### src/verilog/dpgpio_consts.svh
// Constants for the dual port GPIO block: register indexes, field
// positions and reset values.
// Assumes inclusion by bare name from the top module and the testbench.
`ifndef DPGPIO_CONSTS_SVH
`define DPGPIO_CONSTS_SVH

// Register indexes; byte address is four times the index
`define DPGPIO_IDX_PORT_A 8'h05
`define DPGPIO_IDX_PORT_B 8'h06
`define DPGPIO_IDX_INT_CTRL 8'h0B
`define DPGPIO_IDX_OPTION 8'h81
`define DPGPIO_IDX_DIR_A 8'h85
`define DPGPIO_IDX_DIR_B 8'h86
`define DPGPIO_IDX_ANA_CFG 8'h9F

// Field positions
`define DPGPIO_OPT_PULLUP_N 7
`define DPGPIO_OPT_EDGE 6
`define DPGPIO_IC_CHANGE 0
`define DPGPIO_IC_EXT 1
`define DPGPIO_IC_CHANGE_EN 3
`define DPGPIO_A_OPEN_DRAIN 4

// Reset values
`define DPGPIO_RST_DIR_A 6'h3F
`define DPGPIO_RST_ANA_CFG 3'h0
`define DPGPIO_RST_DIR_B 8'hFF
`define DPGPIO_RST_OPTION 8'hFF

`endif

### src/verilog/dpgpio_pkg.sv
// Types shared by the dual port GPIO block.
// Assumes nothing beyond a SystemVerilog compiler.
`default_nettype none
package dpgpio_pkg;
	typedef logic [7:0] dpgpio_byte_t;
	typedef logic [5:0] dpgpio_port_a_t;

	typedef struct packed {
		logic [5:0] port_a_direction;
		logic [5:0] lat_a;
		logic [2:0] analog_select_field;
		logic [7:0] port_b_direction;
		logic [7:0] lat_b;
		logic [7:0] option_reg;
		logic port_change_flag;
		logic ext_irq_flag;
		logic change_irq_en;
		logic [3:0] ref_b;
		logic [5:0] sa1;
		logic [5:0] sa2;
		logic [7:0] sb1;
		logic [7:0] sb2;
		logic irq_pin_d;
		logic ack;
		logic [7:0] rdat;
		logic [5:0] out_a;
		logic [5:0] oe_a;
		logic [7:0] out_b;
		logic [7:0] oe_b;
		logic [7:0] pullup_b;
		logic counter_clock_in;
		logic [5:0] analog_mask;
		logic wake;
		logic [2:0] warm;
	} dpgpio_state_s;
endpackage
`default_nettype wire

### src/verilog/dpgpio_top.sv
// Dual port GPIO with port change and external interrupt flags.
// Assumes a classic Wishbone master and external pins in another domain.
//
// Overview of operation
// - Port A is six bidirectional pins, each with direction bit and latch.
// - Direction one tristates the pin; zero drives it from the latch.
// - Port data reads return pin levels; writes update the output latch.
// - A port write with byte lane 0 stores the data; without it, it stores the pins into the latch.
// - Port A bit 4 feeds counter clock input and drives low only.
// - Analog select field chooses digital or analog use of shared pins.
// - After reset shared pins are analog and read back as zero.
// - Direction bits still drive pins in analog mode; software keeps them input.
// - Unimplemented bits of port A, direction A and analog config read zero.
// - Port B is eight bidirectional pins with the same direction behaviour.
// - Option bit 7 low enables weak pull-ups on all port B input pins.
// - Pull-up is off on any port B pin set as output.
// - Reset leaves all port B pull-ups disabled.
// - Only upper four port B input pins take part in change detection.
// - Inputs compare to value latched on last port B access; any mismatch sets change flag bit 0.
// - Mismatch keeps setting flag; port B access ends it so clear works.
// - Port change interrupt condition can wake the device from sleep.
// - Port B bit 0 is external interrupt input; option bit 6 selects edge.
`include "dpgpio_consts.svh"
`timescale 1ns/1ps
`default_nettype none
module dpgpio_top #(
	parameter int WB_ADR_W = 12
) (
	input wire logic i_core_clk,
	input wire logic i_reset_n,
	input wire logic i_wb_cyc,
	input wire logic i_wb_stb,
	input wire logic i_wb_we,
	input wire logic [WB_ADR_W-1:0] i_wb_adr,
	input wire logic [31:0] i_wb_dat,
	input wire logic [3:0] i_wb_sel,
	output logic [31:0] o_wb_dat,
	output logic o_wb_ack,
	input wire dpgpio_pkg::dpgpio_port_a_t i_port_a_pins,
	output dpgpio_pkg::dpgpio_port_a_t o_port_a_out,
	output dpgpio_pkg::dpgpio_port_a_t o_port_a_oe,
	output dpgpio_pkg::dpgpio_port_a_t o_analog_mask,
	output logic o_counter_clock_in,
	input wire dpgpio_pkg::dpgpio_byte_t i_port_b_pins,
	output dpgpio_pkg::dpgpio_byte_t o_port_b_out,
	output dpgpio_pkg::dpgpio_byte_t o_port_b_oe,
	output dpgpio_pkg::dpgpio_byte_t o_port_b_pullup,
	output logic o_port_change_flag,
	output logic o_ext_irq_flag,
	output logic o_wake
);
	import dpgpio_pkg::*;

	if (WB_ADR_W < 11) begin : g_bad_adr
		$error("WB_ADR_W must be at least 11");
	end

	localparam dpgpio_state_s RST = '{
		port_a_direction: `DPGPIO_RST_DIR_A,
		analog_select_field: `DPGPIO_RST_ANA_CFG,
		port_b_direction: `DPGPIO_RST_DIR_B,
		option_reg: `DPGPIO_RST_OPTION,
		oe_a: 6'h00,
		analog_mask: 6'h2F,
		default: '0
	};

	dpgpio_state_s s;
	dpgpio_state_s next_s;

	logic req;
	logic wr;
	logic hit;
	logic lane;
	logic [7:0] idx;
	logic [7:0] wd;
	logic [5:0] an_mask;
	logic [5:0] pins_a;
	logic mismatch;
	logic edge_seen;

	// Analog pin map per select field; bit 4 is always digital
	function automatic logic [5:0] ana_map(input logic [2:0] f);
		logic [5:0] m;
		m = 6'h00;
		case (f)
			3'h4: m = 6'h0B;
			3'h5: m = 6'h0B;
			3'h6: m = 6'h00;
			3'h7: m = 6'h00;
			default: m = 6'h2F;
		endcase
		return m;
	endfunction

	always_comb begin
		next_s = s;
		idx = i_wb_adr[9:2];
		hit = (i_wb_adr[WB_ADR_W-1:10] == '0);
		req = i_wb_cyc & i_wb_stb & ~s.ack;
		wr = req & i_wb_we & hit;
		lane = i_wb_sel[0];
		wd = i_wb_dat[7:0];
		an_mask = ana_map(s.analog_select_field);
		pins_a = s.sa2 & ~an_mask;
		mismatch = |((s.sb2[7:4] ^ s.ref_b) & s.port_b_direction[7:4]);
		edge_seen = s.warm[2] & (s.option_reg[`DPGPIO_OPT_EDGE] ?
			(s.sb2[0] & ~s.irq_pin_d) : (~s.sb2[0] & s.irq_pin_d));

		// Two-flop synchronisers for pins
		next_s.sa1 = i_port_a_pins;
		next_s.sa2 = s.sa1;
		next_s.sb1 = i_port_b_pins;
		next_s.sb2 = s.sb1;
		next_s.irq_pin_d = s.sb2[0];
		// Edge detector stays quiet until its delay stage holds a real pin level
		next_s.warm = {s.warm[1:0], 1'b1};

		// Bus answer one cycle after the request
		next_s.ack = req;
		if (req && !i_wb_we) begin
			next_s.rdat = 8'h00;
			if (hit) begin
				case (idx)
					`DPGPIO_IDX_PORT_A: next_s.rdat = {2'b00, pins_a};
					`DPGPIO_IDX_PORT_B: next_s.rdat = s.sb2;
					`DPGPIO_IDX_DIR_A: next_s.rdat = {2'b00, s.port_a_direction};
					`DPGPIO_IDX_DIR_B: next_s.rdat = s.port_b_direction;
					`DPGPIO_IDX_ANA_CFG: next_s.rdat = {5'h00, s.analog_select_field};
					`DPGPIO_IDX_OPTION: next_s.rdat = s.option_reg;
					`DPGPIO_IDX_INT_CTRL: next_s.rdat = {4'h0, s.change_irq_en, 1'b0,
						s.ext_irq_flag, s.port_change_flag};
					default: next_s.rdat = 8'h00;
				endcase
			end
		end

		// Register writes; an absent lane writes back the pins to a port latch and leaves other registers unchanged
		if (wr) begin
			case (idx)
				`DPGPIO_IDX_PORT_A: next_s.lat_a = lane ? wd[5:0] : pins_a;
				`DPGPIO_IDX_PORT_B: next_s.lat_b = lane ? wd : s.sb2;
				`DPGPIO_IDX_DIR_A: begin
					if (lane) begin
						next_s.port_a_direction = wd[5:0];
					end
				end
				`DPGPIO_IDX_DIR_B: begin
					if (lane) begin
						next_s.port_b_direction = wd;
					end
				end
				`DPGPIO_IDX_ANA_CFG: begin
					if (lane) begin
						next_s.analog_select_field = wd[2:0];
					end
				end
				`DPGPIO_IDX_OPTION: begin
					if (lane) begin
						next_s.option_reg = wd;
					end
				end
				`DPGPIO_IDX_INT_CTRL: begin
					if (lane) begin
						next_s.port_change_flag = wd[`DPGPIO_IC_CHANGE];
						next_s.ext_irq_flag = wd[`DPGPIO_IC_EXT];
						next_s.change_irq_en = wd[`DPGPIO_IC_CHANGE_EN];
					end
				end
				default: begin
				end
			endcase
		end

		// Any port B access re-latches the change reference
		if (req && hit && idx == `DPGPIO_IDX_PORT_B) begin
			next_s.ref_b = s.sb2[7:4];
		end

		// Hardware sets win over software clears
		if (mismatch) begin
			next_s.port_change_flag = 1'b1;
		end
		if (edge_seen) begin
			next_s.ext_irq_flag = 1'b1;
		end

		// Registered pin drive
		next_s.oe_a = ~s.port_a_direction;
		next_s.out_a = s.lat_a;
		next_s.out_a[`DPGPIO_A_OPEN_DRAIN] = 1'b0;
		next_s.oe_a[`DPGPIO_A_OPEN_DRAIN] = ~s.port_a_direction[`DPGPIO_A_OPEN_DRAIN] &
			~s.lat_a[`DPGPIO_A_OPEN_DRAIN];
		next_s.counter_clock_in = s.sa2[`DPGPIO_A_OPEN_DRAIN];
		next_s.analog_mask = an_mask;
		next_s.oe_b = ~s.port_b_direction;
		next_s.out_b = s.lat_b;
		next_s.pullup_b = {8{~s.option_reg[`DPGPIO_OPT_PULLUP_N]}} & s.port_b_direction;
		next_s.wake = s.port_change_flag & s.change_irq_en;
	end

	always_ff @(posedge i_core_clk or negedge i_reset_n) begin
		if (!i_reset_n) begin
			s <= RST;
		end else begin
			s <= next_s;
		end
	end

	assign o_wb_dat = {24'h000000, s.rdat};
	assign o_wb_ack = s.ack;
	assign o_port_a_out = s.out_a;
	assign o_port_a_oe = s.oe_a;
	assign o_analog_mask = s.analog_mask;
	assign o_counter_clock_in = s.counter_clock_in;
	assign o_port_b_out = s.out_b;
	assign o_port_b_oe = s.oe_b;
	assign o_port_b_pullup = s.pullup_b;
	assign o_port_change_flag = s.port_change_flag;
	assign o_ext_irq_flag = s.ext_irq_flag;
	assign o_wake = s.wake;
endmodule
`default_nettype wire

### config.mk
export PLATFORM = sky130hd
export DESIGN_NAME = dpgpio_top
export DESIGN_NICKNAME = d
export VERILOG_FILES = /design/src/verilog/dpgpio_pkg.sv /design/src/verilog/dpgpio_top.sv
export VERILOG_INCLUDE_DIRS = /design/src /design/src/verilog
export SDC_FILE = /design/constraint.sdc
export NUM_CORES = 1
export LEC_CHECK = 0
export ABC_AREA = 1
export BUFFER_PORTS_ARGS = -buffer_cell sky130_fd_sc_hd__buf_2
export CAP_MARGIN = 25
export CORE_MARGIN = 2
export CORE_UTILIZATION = 30
export DETAILED_ROUTE_END_ITERATION = 12
export GPL_TIMING_DRIVEN = 0
export PLACE_DENSITY_LB_ADDON = 0.3
export SYNTH_ARGS = -nofsm -noshare
export SYNTH_HDL_FRONTEND = slang
export SYNTH_SLANG_ARGS = --single-unit
### constraint.sdc
create_clock -name i_core_clk -period 1.45 [get_ports i_core_clk]
set_input_delay 0.0725 -clock i_core_clk [delete_from_list [all_inputs] [get_ports i_core_clk]]
set_output_delay 0.0725 -clock i_core_clk [all_outputs]
set_load 0.02 [all_outputs]
==> results of run 1 <==
-- metrics by stage --
stage | util, % | setup WS [ns] | hold WS (ns) | TNS [ns] | power, W
finish | 41.92 | -0.002049 | 0.09511 | -0.002049 | 0.008579
detailed placement | 35.72 | -0.1486 | 0.04224 | -3.265 | 0.004094
CTS | 41.50 | -0.04995 | -0.07870 | -0.3313 | 0.008680
floorplan | - | 0.01436 | -0.2231 | 0 | 0.003891
global route | 41.92 | -0.1180 | 0.1084 | -1.599 | 0.008912
global placement | 35.52 | -1.595 | 0.1805 | -156.38 | 0.004084
-- power by group --
group | switching (W) | internal, W | total [W] | leakage, nW
combinational | 0.000296 | 0.000191 | 0.000487 | 2.02
clock | 0.00156 | 0.00292 | 0.00448 | 0.292
sequential | 0.0000297 | 0.00358 | 0.00361 | 1.53
total | 0.00188 | 0.00670 | 0.00858 | 3.85
-- worst paths after layout --
path	from	slack [ns]	endpoint	cells after the start
max in group asynchronous	i_reset_n	0.53	s[110]	3
max	o_wb_ack	-0.002	s[128]	9
min	i_wb_we	0.1	o_wb_dat[0]	4
min reg2reg	next_s[75]	0.35	s[75]	0
min in group asynchronous	i_reset_n	0.16	s[60]	2
max reg2reg	o_wb_ack	-0.002	s[128]	9
-- worst max-delay path, cell delays in order (launching register included) --
cell and delay (ns):
dfrtp_2 0.41, nor2_4 0.11, inv_2 0.06, nor2_4 0.13, nand3_4 0.14, buf_8 0.17, nor2_4 0.11, buf_6 0.14
nand2_1 0.05, o21ai_1 0.07
-- cell families after synthesis --
group | after synthesis | synth area share (%)
DFF | 126 | 59.62
and+or+nand+nor | 245 | 19.52
buffers and inverters | 131 | 15.02
AOI/OAI and AO/OA | 58 | 5.695
other | 2 | 0.1407
-- layer usage --
layer	vias to the layer above	share of wire (%)	track usage [%]
li1	2014	-	-
met1	1848	44	18.48
met2	109	48	22.44
met3	18	5.2	3.937
met4	0	2.1	7.045
met5	-	0	0
-- state kept, by name (all words and copies together), names as in the netlist --
register / count
o_port_b_pullup: 8
o_counter_clock_in: 1
o_port_change_flag: 1
o_port_a_oe: 6
o_wb_ack: 1
s: 45
o_port_b_out: 8
o_wake: 1
o_analog_mask: 2
o_wb_dat: 8
o_ext_irq_flag: 1
o_port_a_out: 5
o_port_b_oe: 8
next_s: 31
-- cell type report --
class | count | share of cell area (%)
repair buffers | 127 | 11.57
inverters | 43 | 2.218
plain buffers | 86 | 8.891
clock buffers | 19 | 6.088
clock inverters | 13 | 2.597
well taps | 225 | 3.869
flip-flops and latches | 126 | 43.78
multi-input cells | 330 | 20.98
-- synth_stat cells, types with 3 or more instances --
master | number | share of area (%)
nand2_1 | 136 | 9.6
dfrtp_1 | 102 | 48
buf_4 | 77 | 11
nor2_1 | 49 | 3.4
nand3_1 | 43 | 4.0
inv_1 | 41 | 2.9
o21ai_0 | 40 | 3.7
dfstp_2 | 24 | 12
nor2_2 | 7 | 0.82
o21ai_1 | 6 | 0.56
a31oi_1 | 5 | 0.59
buf_2 | 5 | 0.47
a21oi_1 | 4 | 0.37
clkbuf_1 | 4 | 0.28
nor2_4 | 4 | 0.84
nand2_2 | 3 | 0.35
-- timing repair --
action / in CTS / in global routing
resized for setup: 19 / 24
hold endpoints to repair: 91 / 4
pin swaps: 6 / 2
cloned: 3 / 1
buffers inserted: 7 / 1
hold buffers: 23 / 1
setup endpoints to repair: 36 / 46
==> impl_metrics.yaml, run 1 <==
pwr:
  power_leakage_nw: 3.845
  ir_drop_mv: 0.8532
  power.density_mw_per_mm2: 1179
placement:
  io_buffer_count: 90
  dp_hpwl_um: 8971
  post-place-cells: 903
  finalWeightedCongestion: 0.8441
  place_area_sq_mm: 0.006200
sta:
  final_max_slew_viol_count: 0
  setup_viol: 1
  setup_slack_ns: -0.002049
  hold_viol_final: 0
  rsz0062_at_grt: "yes"
  fin_crit_sh_pct: 100.1
  fin_crit_ns: 1.452
  max_freq_mhz: 688.7
  fin_skew_ns: 0.01721
status:
  run_status: "finished, violations left"
  failed_checks: "negative setup slack"
yosys:
  yosysWarningCount: 0
  postSynthAreaPerCell_sq_um: 9.500
  ys_ff_latch: 126
  synth_area_sq_mm: 0.005339
  synth_cells: 562
  ys.flop_type: "dfrtp_1"
  synth_edf_count: 0
  async_reset_ff_share_pct: 100.0
  ys_types: 24
  ys_seq_area_share_pct: 59.62
clock_network:
  cts_buffer_depth: 2
  cts_tree: "yes"
  cts_max_level: 4
  insertion_delay_ns: 0.42
  root_buffer: "clkbuf_16"
  cts_sinks: 126
  cts_buffers: 17
  clk_pin_slew_ns: 0.06
die:
  dieArea_sq_mm: 0.01888
  initial_core_util_pct: 30.76
  fp.dieW_um: 137.4
  pin_count: 146
  coreArea_sq_mm: 0.01736
  die_h_um: 137.4
  row_count: 48
global_routing:
  grt_pass1_vias: 3785
  gr-total-overflow: 0
  grt_pass1_wl_um: 19840
  grt_max_degree: 81
  grt_use_total_pct: 14.40
  antenna_found_initial: 0
run:
  maxCapViolCount: 0
route:
  routed_wl_um: 12640
  drtIter0Drc: 273
  vias_per_cell: 4.117
  drtAntennaViolNets: 0
  routedWlPerCell_um: 13.04
  num_vias: 3989
  dr.pass1.iters: 4
  drc: 0
worst_setup_path:
  cp_data_required_time_ns: 1.80
  cp-start-kind: "flop"
  critical_path_class: "flop to flop"
  arrival_ns: 1.80
  worstPathMaxFanout: 5
  end_kind: "flop"
cells_and_area:
  final-seq-area_sq_mm: 0.003186
  final_cell_area_sq_mm: 0.007276
  final_cell_count_no_fill: 969
  areaGrowthSynthToFinish_pct: 36.28
  fillers: 1709
  mostFrequentLayoutCells: "nand2_1 (130), dfrtp_1 (100), buf_2 (93), buf_4 (85), nor2_1 (46)"
  multiInputGateArea_sq_mm: 0.001526
  final_common_cell: "nand2_1"
  finish.net_count: 798
  final_layout_size_suffix_gt1_share_pct: 37.37
  antenna_cells: 0
min_path:
  min_path_type: "primary input to flop"
(Power assumes the default switching activity.)
==> run 2, diff against run 1 <==
--- a/config.mk
+++ b/config.mk
@@ -6,7 +6,6 @@
 export SDC_FILE = /design/constraint.sdc
 export NUM_CORES = 1
 export LEC_CHECK = 0
-export ABC_AREA = 1
 export BUFFER_PORTS_ARGS = -buffer_cell sky130_fd_sc_hd__buf_2
 export CAP_MARGIN = 25
 export CORE_MARGIN = 2
==> run 2 against run 1 <==
  * The run still ends with negative setup slack left
  * First-iteration DRC count down 13%
  * Non-clock buffer count rose by 3
  * Final area fell by 0.50%
  * Sequential share of layout area grew 0.18 points
  * Register-to-register slack worse by 0.21 ns
  * Highest routed layer unchanged
  * Total power grew 0.21%
  * Global-route usage up 0.27 points
==> impl_metrics.yaml, run 2 <==
pwr:
  power_leakage_nw: 3.611
  ir_drop_mv: 0.8323
  power.density_mw_per_mm2: 1188
route:
  dr.pass1.iters: 5
  vias_per_cell: 4.349
  drc: 0
  drtAntennaViolNets: 0
  drtIter0Drc: 237
  routedWlPerCell_um: 15.68
  num_vias: 3618
  routed_wl_um: 13050
global_routing:
  grt_pass1_vias: 3623
  antenna_found_initial: 0
  gr-total-overflow: 0
  grt_use_total_pct: 14.67
  grt_max_degree: 95
  grt_pass1_wl_um: 19960
yosys:
  postSynthAreaPerCell_sq_um: 12.10
  ys_seq_area_share_pct: 61.61
  synth_area_leaders: "dfrtp_1 (49%), dfstp_2 (12%), buf_4 (11%)"
  ys_types: 40
  synth_top_cell_by_area: "dfrtp_1"
  synth_top_cell_area_share_pct: 49.41
  synth_edf_count: 0
  synthTopCellsByCount: "dfrtp_1 (102), buf_4 (74), nand2_1 (44)"
  yosysWarningCount: 0
  async_reset_ff_share_pct: 100.0
  synth_most_common_cell: "dfrtp_1"
  ys_ff_latch: 126
  synth_cells: 427
  synth_area_sq_mm: 0.005166
  ys.flop_type: "dfrtp_1"
sta:
  hold_viol_final: 0
  slew_headroom_pct: 46.76
  setup_slack_ns: -0.2138
  max_freq_mhz: 601.0
  whs_ns: 0.1121
  rsz0062_at_grt: "yes"
  worstMarginPinSlew_ns: 0.7965
  final_max_slew_viol_count: 0
  fin_crit_ns: 1.664
  setup_viol: 45
  fin_crit_sh_pct: 114.7
  fin_skew_ns: 0.004835
worst_setup_path:
  slowest_stage: "dfrtp_1"
  worstPathMaxFanout: 5
  end_kind: "flop"
  cp_data_required_time_ns: 1.74
  critical_path_class: "flop to flop"
  max_stage_delay_ns: 0.36
  cp-start-kind: "flop"
  path_cells: "and3b_2 -> nand4_1 -> buf_4 -> nor2b_4 -> mux2_4"
  arrival_ns: 1.96
placement:
  pre_cts_slack_ns: -0.6706
  post-place-cells: 763
  io_buffer_count: 90
  dp_hpwl_um: 8936
  finalWeightedCongestion: 0.8718
clock_network:
  cts_buffer_depth: 2
  cts_tree: "yes"
  cts_max_level: 4
  insertion_delay_ns: 0.41
  cts_sinks: 126
  cts_buffers: 17
  clk_pin_slew_ns: 0.05
  root_buffer: "clkbuf_16"
cells_and_area:
  regMostFlops: "s"
  final_cell_count_no_fill: 832
  final_common_cell: "dfrtp_1"
  areaGrowthSynthToFinish_pct: 40.13
  antenna_cells: 0
  finish.net_count: 666
  post-route-util_pct: 43.35
  mostFrequentLayoutCells: "dfrtp_1 (102), buf_2 (90), buf_4 (85), nand2_1 (31), conb_1 (27)"
  final_layout_size_suffix_gt1_share_pct: 47.71
  largest_reg_flops: 45
min_path:
  min_path_type: "primary input to asynchronous set/reset pin"
die:
  dieArea_sq_mm: 0.01829
  fp.dieW_um: 135.2
  initial_core_util_pct: 30.93
  row_count: 47
  pin_count: 146
  coreArea_sq_mm: 0.01670
  die_h_um: 135.2
status:
  run_status: "finished, violations left"
  failed_checks: "negative setup slack"
run:
  maxCapViolCount: 0
-- run 2: critical path, delay by kind of cell, from the launching register on --
kind	cells	cell delay, ns
buffers and inverters	1	0.23
and+or+nand+nor	3	0.64
DFF	1	0.36
muxes	1	0.31
-- run 2: path summary, 6_finish.rpt --
check / start / end / slack [ns] / cells after the start
min in group i_core_clk: i_wb_cyc / o_wb_ack / 0.13 / 3
min reg2reg: next_s[77] / next_s[10] / 0.35 / 0
max in group asynchronous: i_reset_n / s[92] / 0.56 / 3
min: i_reset_n / next_s[73] / 0.11 / 2
max reg2reg: o_wb_ack / s[116] / -0.21 / 5
max: o_wb_ack / s[116] / -0.21 / 5
-- run 2: cell type report --
class	instances	area [sq um]
buffer	87	665.6
multi-input combinational	223	1567
tap	220	275.3
fill	1609	9462
timing repair buffer	129	858.3
clock inverter	10	160.2
clock buffer	22	474.2
inverter	15	56.30
sequential	126	3183
-- run 2: stage by stage --
stage	instance area, sq um	total power (W)	setup TNS [ns]
after floorplan	5323	0.003873	-3.444
after global placement	6048	0.004073	-166.87
after detailed placement	6082	0.004094	-26.70
after CTS	7176	0.008690	-9.854
after global routing	7239	0.008943	-11.02
final	7239	0.008597	-6.295
-- run 2: cells by family (layout without fill, tap and decap cells) --
family	after synthesis	count (layout)	share of synthesized area (%)
compound gates	67	67	8.622
xor+xnor	4	4	0.6781
buf+inv	103	263	12.93
flops	126	126	61.61
mux	27	27	5.643
other cells	2	27	0.1454
simple gates	98	98	10.37
-- run 2: report_power, final --
| group | total (W) | switching [W] | leakage [nW] | internal [W] |
|---|---|---|---|---|
| clock network | 0.00450 | 0.00149 | 0.310 | 0.00301 |
| registers | 0.00361 | 0.0000330 | 1.54 | 0.00358 |
| logic | 0.000488 | 0.000287 | 1.76 | 0.000201 |
| total | 0.00860 | 0.00181 | 3.61 | 0.00679 |
-- run 2: timing repair --
item                                    CTS  global route
gates cloned                              3             0
hold buffers                             23             0
resized for setup                        35            22
hold endpoints to repair                142             0
pin swaps                                 4             2
buffers inserted                         10             2
endpoints found under the setup margin   50            54
-- run 2: metal layers --
| metal | up-vias | share of wire (%) | GRT usage (%) |
|---|---|---|---|
| met5 | - | 0 | 0 |
| met4 | 0 | 1.9 | 5.150 |
| met3 | 21 | 6.9 | 3.853 |
| li1 | 1694 | - | - |
| met1 | 1764 | 45 | 20.50 |
| met2 | 139 | 46 | 22.11 |
